<file path="src/sspl_pkg.sv">
`default_nettype none
package sspl_pkg;
	// Register byte offsets
	localparam logic [7:0] WAN_MISC_OFFSET = 8'h00;
	localparam logic [7:0] STRAP_STAT_OFFSET = 8'h04;
	localparam logic [7:0] STROBE_CTRL_OFFSET = 8'h08;
	// WAN misc control fields
	localparam int LED_FIRST_LSB = 0;
	localparam int LED_SECOND_LSB = 4;
	localparam logic [31:0] WAN_MISC_RESET = 32'h0000_0000;
	localparam logic [31:0] WAN_MISC_MASK = 32'h0000_0077;
	// Strobe control fields
	localparam int STB_OE_BIT = 0;
	localparam int STB_SDRAM_BIT = 1;
	localparam int STB_WE_LSB = 4;
	localparam logic [31:0] STROBE_CTRL_RESET = 32'h0000_0000;
	localparam logic [31:0] STROBE_CTRL_MASK = 32'h0000_00f3;
	// Strap status fields
	localparam int ST_WDOG_BIT = 0;
	localparam int ST_WIDTH_LSB = 4;
	// LED source codes
	localparam logic [2:0] LED_SPEED = 3'h0;
	localparam logic [2:0] LED_LINK = 3'h1;
	localparam logic [2:0] LED_DUPLEX = 3'h2;
	localparam logic [2:0] LED_COLL = 3'h3;
	localparam logic [2:0] LED_ACT = 3'h4;
	localparam logic [2:0] LED_FDX_COLL = 3'h5;
	localparam logic [2:0] LED_LINK_ACT = 3'h6;
	// Boot bank width codes
	localparam logic [1:0] WIDTH_RSVD = 2'h0;
	localparam logic [1:0] WIDTH_BYTE = 2'h1;
	localparam logic [1:0] WIDTH_HALF = 2'h2;
	localparam logic [1:0] WIDTH_WORD = 2'h3;
	localparam logic [1:0] AXI_OKAY = 2'h0;
	localparam logic [1:0] AXI_SLVERR = 2'h2;
	typedef enum logic [2:0]
	{
		PIN_STRAP = 3'b001,
		PIN_LATCH = 3'b010,
		PIN_DRIVE = 3'b100
	} sspl_pin_e;
endpackage
`default_nettype wire

</file>
<file path="src/sspl_top.sv">
// The register addresses and register access over AXI4-Lite are this design's own decisions.
`timescale 1ns/1ps
`default_nettype none
module sspl_top
(
	input  wire logic        aclk,
	input  wire logic        aresetn,
	input  wire logic [7:0]  s_axi_awaddr,
	input  wire logic        s_axi_awvalid,
	output logic             s_axi_awready,
	input  wire logic [31:0] s_axi_wdata,
	input  wire logic [3:0]  s_axi_wstrb,
	input  wire logic        s_axi_wvalid,
	output logic             s_axi_wready,
	output logic [1:0]       s_axi_bresp,
	output logic             s_axi_bvalid,
	input  wire logic        s_axi_bready,
	input  wire logic [7:0]  s_axi_araddr,
	input  wire logic        s_axi_arvalid,
	output logic             s_axi_arready,
	output logic [31:0]      s_axi_rdata,
	output logic [1:0]       s_axi_rresp,
	output logic             s_axi_rvalid,
	input  wire logic        s_axi_rready,
	input  wire logic        mem_read_n,
	input  wire logic [3:0]  mem_byte_write_n,
	input  wire logic        mem_is_sdram,
	input  wire logic [6:0]  wan_status,
	input  wire logic        ext_wait_n,
	output logic             mem_wait,
	input  wire logic        oe_pin_in,
	output logic             ext_read_output_enable_n,
	output logic             oe_pin_oe,
	input  wire logic [3:0]  we_pin_in,
	output logic [3:0]       ext_byte_write_enable_n,
	output logic [3:0]       we_pin_oe,
	input  wire logic [1:0]  led_pin_in,
	output logic             wan_led_first,
	output logic             wan_led_second,
	output logic [1:0]       led_pin_oe,
	output logic             wdog_reset_polarity_strap,
	output logic [1:0]       boot_bank_width_strap,
	output logic [1:0]       boot_bank_width,
	output logic             boot_width_reserved
);
	// ==========================================
	// Pin synchronisers
	logic [2:0] sync1;
	logic [2:0] sync2;
	logic [1:0] wait_s1;
	always_ff @(posedge aclk)
	begin
		sync1 <= {led_pin_in, oe_pin_in};
		sync2 <= sync1;
		wait_s1 <= {wait_s1[0], ext_wait_n};
	end
	assign mem_wait = ~wait_s1[1];

	// ==========================================
	// Pin direction and strap capture
	sspl_pkg::sspl_pin_e pin_st;
	sspl_pkg::sspl_pin_e next_pin_st;
	logic       wdog_pol;
	logic       next_wdog_pol;
	logic [1:0] width;
	logic [1:0] next_width;
	always_comb
	begin
		next_pin_st = pin_st;
		next_wdog_pol = wdog_pol;
		next_width = width;
		unique case (pin_st)
			sspl_pkg::PIN_STRAP:
				next_pin_st = sspl_pkg::PIN_LATCH;
			sspl_pkg::PIN_LATCH:
			begin
				next_wdog_pol = sync2[0];
				next_width = sync2[2:1];
				next_pin_st = sspl_pkg::PIN_DRIVE;
			end
			sspl_pkg::PIN_DRIVE:
				next_pin_st = sspl_pkg::PIN_DRIVE;
		endcase
	end
	always_ff @(posedge aclk)
	begin
		if (!aresetn)
		begin
			pin_st <= sspl_pkg::PIN_STRAP;
			wdog_pol <= 1'b0;
			width <= sspl_pkg::WIDTH_RSVD;
		end
		else
		begin
			pin_st <= next_pin_st;
			wdog_pol <= next_wdog_pol;
			width <= next_width;
		end
	end
	logic drive;
	assign drive = (pin_st == sspl_pkg::PIN_DRIVE);
	assign wdog_reset_polarity_strap = wdog_pol;
	assign boot_bank_width_strap = width;
	assign boot_bank_width = width;
	assign boot_width_reserved = drive && (width == sspl_pkg::WIDTH_RSVD);

	// ==========================================
	// Register file
	logic [31:0] wan_misc;
	logic [31:0] next_wan_misc;
	logic [31:0] stb_ctrl;
	logic [31:0] next_stb_ctrl;
	logic        aw_held;
	logic        next_aw_held;
	logic        w_held;
	logic        next_w_held;
	logic [7:0]  aw_addr;
	logic [7:0]  next_aw_addr;
	logic [31:0] w_data;
	logic [31:0] next_w_data;
	logic [3:0]  w_strb;
	logic [3:0]  next_w_strb;
	logic        bvalid;
	logic        next_bvalid;
	logic [1:0]  bresp;
	logic [1:0]  next_bresp;
	logic        rvalid;
	logic        next_rvalid;
	logic [31:0] rdata;
	logic [31:0] next_rdata;
	logic [1:0]  rresp;
	logic [1:0]  next_rresp;
	logic [31:0] strap_stat;
	logic [31:0] wmask;
	assign s_axi_awready = !aw_held && !bvalid;
	assign s_axi_wready = !w_held && !bvalid;
	assign s_axi_arready = !rvalid;
	always_comb
	begin
		strap_stat = 32'h0000_0000;
		strap_stat[sspl_pkg::ST_WDOG_BIT] = wdog_pol;
		strap_stat[sspl_pkg::ST_WIDTH_LSB +: 2] = width;
		wmask = {{8{w_strb[3]}}, {8{w_strb[2]}}, {8{w_strb[1]}},
			{8{w_strb[0]}}};
		next_aw_held = aw_held;
		next_w_held = w_held;
		next_aw_addr = aw_addr;
		next_w_data = w_data;
		next_w_strb = w_strb;
		next_bvalid = bvalid;
		next_bresp = bresp;
		next_wan_misc = wan_misc;
		next_stb_ctrl = stb_ctrl;
		next_rvalid = rvalid;
		next_rdata = rdata;
		next_rresp = rresp;
		if (s_axi_awvalid && s_axi_awready)
		begin
			next_aw_held = 1'b1;
			next_aw_addr = s_axi_awaddr;
		end
		if (s_axi_wvalid && s_axi_wready)
		begin
			next_w_held = 1'b1;
			next_w_data = s_axi_wdata;
			next_w_strb = s_axi_wstrb;
		end
		if (aw_held && w_held)
		begin
			next_aw_held = 1'b0;
			next_w_held = 1'b0;
			next_bvalid = 1'b1;
			next_bresp = sspl_pkg::AXI_OKAY;
			unique case ({aw_addr[7:2], 2'b00})
				sspl_pkg::WAN_MISC_OFFSET:
					next_wan_misc = ((wan_misc & ~wmask) | (w_data & wmask))
						& sspl_pkg::WAN_MISC_MASK;
				sspl_pkg::STROBE_CTRL_OFFSET:
					next_stb_ctrl = ((stb_ctrl & ~wmask) | (w_data & wmask))
						& sspl_pkg::STROBE_CTRL_MASK;
				// Status is read-only, writes ignored
				sspl_pkg::STRAP_STAT_OFFSET:
					next_bresp = sspl_pkg::AXI_OKAY;
				default:
					next_bresp = sspl_pkg::AXI_SLVERR;
			endcase
		end
		if (bvalid && s_axi_bready)
			next_bvalid = 1'b0;
		if (s_axi_arvalid && s_axi_arready)
		begin
			next_rvalid = 1'b1;
			next_rresp = sspl_pkg::AXI_OKAY;
			unique case ({s_axi_araddr[7:2], 2'b00})
				sspl_pkg::WAN_MISC_OFFSET:    next_rdata = wan_misc;
				sspl_pkg::STRAP_STAT_OFFSET:  next_rdata = strap_stat;
				sspl_pkg::STROBE_CTRL_OFFSET: next_rdata = stb_ctrl;
				default:
				begin
					next_rdata = 32'h0000_0000;
					next_rresp = sspl_pkg::AXI_SLVERR;
				end
			endcase
		end
		else if (rvalid && s_axi_rready)
			next_rvalid = 1'b0;
	end
	always_ff @(posedge aclk)
	begin
		if (!aresetn)
		begin
			aw_held <= 1'b0;
			w_held <= 1'b0;
			aw_addr <= 8'h00;
			w_data <= 32'h0000_0000;
			w_strb <= 4'h0;
			bvalid <= 1'b0;
			bresp <= sspl_pkg::AXI_OKAY;
			wan_misc <= sspl_pkg::WAN_MISC_RESET;
			stb_ctrl <= sspl_pkg::STROBE_CTRL_RESET;
			rvalid <= 1'b0;
			rdata <= 32'h0000_0000;
			rresp <= sspl_pkg::AXI_OKAY;
		end
		else
		begin
			aw_held <= next_aw_held;
			w_held <= next_w_held;
			aw_addr <= next_aw_addr;
			w_data <= next_w_data;
			w_strb <= next_w_strb;
			bvalid <= next_bvalid;
			bresp <= next_bresp;
			wan_misc <= next_wan_misc;
			stb_ctrl <= next_stb_ctrl;
			rvalid <= next_rvalid;
			rdata <= next_rdata;
			rresp <= next_rresp;
		end
	end
	assign s_axi_bvalid = bvalid;
	assign s_axi_bresp = bresp;
	assign s_axi_rvalid = rvalid;
	assign s_axi_rdata = rdata;
	assign s_axi_rresp = rresp;

	// ==========================================
	// Strobe and LED output registers
	logic       led_a;
	logic       led_b;
	logic       sdram;
	logic       next_oe_n;
	logic [3:0] next_we_n;
	logic       next_led_first;
	logic       next_led_second;
	logic       oe_n_q;
	logic [3:0] we_n_q;
	logic       led_first_q;
	logic       led_second_q;
	sspl_led_sel u_led_first
	(
		.sel    (wan_misc[sspl_pkg::LED_FIRST_LSB +: 3]),
		.status (wan_status),
		.led    (led_a)
	);
	sspl_led_sel u_led_second
	(
		.sel    (wan_misc[sspl_pkg::LED_SECOND_LSB +: 3]),
		.status (wan_status),
		.led    (led_b)
	);
	// Register bits OR'd in let software force strobes for bring-up
	assign sdram = mem_is_sdram | stb_ctrl[sspl_pkg::STB_SDRAM_BIT];
	always_comb
	begin
		next_oe_n = mem_read_n & ~stb_ctrl[sspl_pkg::STB_OE_BIT];
		next_we_n = (mem_byte_write_n & ~stb_ctrl[sspl_pkg::STB_WE_LSB +: 4])
			| {4{sdram}};
		next_led_first = led_a;
		next_led_second = led_b;
	end
	always_ff @(posedge aclk)
	begin
		if (!aresetn)
		begin
			oe_n_q <= 1'b1;
			we_n_q <= 4'hf;
			led_first_q <= 1'b0;
			led_second_q <= 1'b0;
		end
		else
		begin
			oe_n_q <= next_oe_n;
			we_n_q <= next_we_n;
			led_first_q <= next_led_first;
			led_second_q <= next_led_second;
		end
	end
	assign oe_pin_oe = drive;
	assign we_pin_oe = {4{drive}};
	assign led_pin_oe = {2{drive}};
	assign ext_read_output_enable_n = oe_n_q;
	assign ext_byte_write_enable_n = we_n_q;
	assign wan_led_first = led_first_q;
	assign wan_led_second = led_second_q;
endmodule
`default_nettype wire

</file>
<file path="src/sspl_led_sel.sv">
`timescale 1ns/1ps
`default_nettype none
module sspl_led_sel
(
	input  wire logic [2:0] sel,
	input  wire logic [6:0] status,
	output logic            led
);
	always_comb
	begin
		unique case (sel)
			sspl_pkg::LED_SPEED:    led = status[0];
			sspl_pkg::LED_LINK:     led = status[1];
			sspl_pkg::LED_DUPLEX:   led = status[2];
			sspl_pkg::LED_COLL:     led = status[3];
			sspl_pkg::LED_ACT:      led = status[4];
			sspl_pkg::LED_FDX_COLL: led = status[5];
			sspl_pkg::LED_LINK_ACT: led = status[6];
			// Code 111 undefined, LED stays dark
			default:                led = 1'b0;
		endcase
	end
endmodule
`default_nettype wire

</file>
<file path="config.mk">
export PLATFORM = sky130hd
export DESIGN_NAME = sspl_top
export DESIGN_NICKNAME = d
export VERILOG_FILES = /design/src/sspl_pkg.sv /design/src/sspl_top.sv /design/src/sspl_led_sel.sv
export SDC_FILE = /design/constraint.sdc
export NUM_CORES = 1
export LEC_CHECK = 0
export BUFFER_PORTS_ARGS = -buffer_cell sky130_fd_sc_hd__clkbuf_2
export CAP_MARGIN = 20
export CORE_ASPECT_RATIO = 1.25
export CORE_UTILIZATION = 32
export DETAILED_ROUTE_END_ITERATION = 6
export SETUP_SLACK_MARGIN = 0.15
export SLEW_MARGIN = 15
export SYNTH_ARGS = -nofsm -noshare
export SYNTH_HDL_FRONTEND = slang
export SYNTH_SLANG_ARGS = --single-unit
</file>
<file path="constraint.sdc">
create_clock -name aclk -period 2.26 [get_ports aclk]
set_input_delay 0.113 -clock aclk [delete_from_list [all_inputs] [get_ports aclk]]
set_output_delay 0.113 -clock aclk [all_outputs]
set_load 0.02 [all_outputs]
</file>
==> flow_summary.ini <==
[outcome]
outcome = finished clean

[route]
drtPass1Iterations = 4
vias_per_cell = 4.35
wl_per_cell_um = 11.7
initialDrtViolationCount = 111
drc = 0
detail-route-antenna-nets = 0
num_vias = 1896
wl_mm = 5.12

[placed_design]
pre_cts_ws_ps = 651
gp_congestion = 0.697
dpl.hpwl_mm = 3.75
dp_cells = 413
port_buffers = 78

[sta]
relSlewSlack = 0.593
drv_slew = 0
period_share = 0.702
fin_setup_tns_ps = 0
setup_ws_ps = 674
worst_pin_slew_ps = 610
timing_hold_violations_final = 0
fin_crit_ps = 1590
setup_viol = 0
rsz0062_at_grt = false
clock-skew-final_ps = 4.81
max_freq_mhz = 631

[logic_synthesis]
synth_cells = 259
netlist_area_sq_um = 2520
netlist_top_cells_count = dfxtp_1, mux2i_1, buf_4
yosysUniqueCellTypes = 31
ys_top_cells_by_area = dfxtp_1, mux2i_1, buf_4
synth.yosys.seq_area_share = 0.477
yosysWarnings = 0
yosys.cell_count.top_type = dfxtp_1
synth-edff-count = 0
synth_top_cell_area_share = 0.477
netlist.top_cell.by_area = dfxtp_1
async_flop_share = 0
synth.avg_cell_area_sq_um = 9.72
synth-seq-cells = 60
synth_ff_type = dfxtp_1

[power]
power_uw = 2530
power_density_nw_per_um2 = 803
p_leak_uw = 0.00146
peakVddDrop_v = 0.000381

[worst_setup_path]
cp-end-kind = flop
required_ps = 2460
path_max_fanout = 6
r2r_start = aw_addr[5]$_SDFFE_PN0P_
startpoint_type = flop
worstSetupPathType = flop to flop
cp.arrival_ps = 1790
crit_start = aw_addr[5]$_SDFFE_PN0P_
r2r_setup_slack_ps = 670
reg2reg_depth = 3

[final_layout]
final_core_utilization = 0.421
n_antenna_cell = 0
nFillCells = 768
layout.nets = 419
syn2layout_area_growth_pct = 25.2
drive_above_1_share = 0.302
finalNonFillerCells = 436

[grt]
antenna_found_initial = 0
grt_pass1_vias = 1738
grt_max_degree = 27
grt_overflow_total = 0
grt_pass1_wl_mm = 7.95
grtUsageTotal = 0.131

[clock_tree]
clock_sinks = 60
cts_root_buffer = clkbuf_8
clock_latency_ps = 330
htreeDepth = 3
numCtsBuffers = 9
cts_tree = yes
cts_buffer_depth = 2
path_clk_slew_ps = 70

[floorplan]
rows = 35
die_area_sq_um = 8230
core_area_sq_um = 7490
io_pins = 142
fp.dieH_um = 101
fp.dieW_um = 81.3
initial_core_util = 0.336

[hold_path]
min_path_type = primary input to flop

[flow_run]
drv_cap = 0
layer usage:
layer	GRT usage	part of all wire	wire, um
met4	0.0865	0.021	106
met1	0.147	0.45	2300
met5	0	0	0
met3	0.0360	0.057	293
met2	0.215	0.47	2420
worst min-delay path by stage:
stage | cells past startpoint | slack [ps] | to | startpoint
3_5_place_dp | 1 | 220 | sync1[0]$_DFF_P_ | oe_pin_in
6_report | 3 | 10 | ext_byte_write_enable_n[2]$_SDFF_PN1_ | mem_byte_write_n[2]
5_1_grt | 3 | 30 | aw_addr[6]$_SDFFE_PN0P_ | s_axi_awaddr[6]
3_3_place_gp | 1 | 220 | wait_s1[0]$_DFF_P_ | ext_wait_n
4_1_cts | 3 | 2 | aw_addr[2]$_SDFFE_PN0P_ | s_axi_awaddr[2]
2_1_floorplan | 0 | 140 | sync1[0]$_DFF_P_ | oe_pin_in
layout by cell type (no fill, tap or decap), types with 2 or more instances in the layout:
master,instances
a211oi_1,2
a21oi_1,10
a32o_1,3
buf_4,5
bufinv_16,2
clkbuf_2,78
clkbuf_8,12
clkinv_2,2
conb_1,27
dfxtp_1,60
dlygate4sd3_1,7
inv_1,8
mux2i_1,36
mux4_2,2
nand2_1,26
nand2b_1,3
nand3b_1,2
nor2_1,26
nor3_1,3
nor3b_1,5
o21a_1,2
o21ai_0,7
o2bb2ai_1,3
or4_1,4
worst max-delay path, cell delays in order (launching register included):
cell     delay, ps
dfxtp_1        320
nor4_1         460
nand3_1        460
mux2i_1        220
kinds of logic (layout without fill, tap and decap cells):
group	after synthesis	in the layout	synth area share
and+or+nand+nor	75	75	0.143
DFF	60	60	0.477
buffers and inverters	55	114	0.136
muxes	39	39	0.166
AOI/OAI and AO/OA	28	28	0.0741
other	1	27	0.00149
xor gates and xnor gates	1	1	0.00348
cell type report:
| type | instances | area [sq um] | area share |
|---|---|---|---|
| inverter | 8 | 30.0 | 0.00953 |
| clock inverter | 4 | 70.1 | 0.0222 |
| multi-input combinational | 170 | 1070 | 0.340 |
| sequential | 60 | 1200 | 0.381 |
| tap | 92 | 115 | 0.0365 |
| timing repair buffer | 90 | 498 | 0.158 |
| clock buffer | 12 | 165 | 0.0524 |
power breakdown:
| part | internal (uW) | leakage (uW) | switching (uW) |
|---|---|---|---|
| clock | 708 | 0.000122 | 408 |
| sequential | 1100 | 0.000493 | 29.4 |
| combinational | 111 | 0.000841 | 171 |
| total | 1920 | 0.00146 | 608 |
stage by stage:
stage | hold slack, ps | area [sq um]
4_1_cts | 2.01 | 3150
5_1_grt | 26.8 | 3150
3_3_place_gp | 217 | 2850
2_1_floorplan | 141 | 2620
3_5_place_dp | 217 | 2850
6_report | 12.0 | 3150
what timing repair did:
action | CTS | global route
gates resized for setup | 0 | 0
hold buffers | 7 | 0
hold endpoints to repair | 7 | 0
setup buffers | 0 | 0
(Power assumes the default switching activity.)
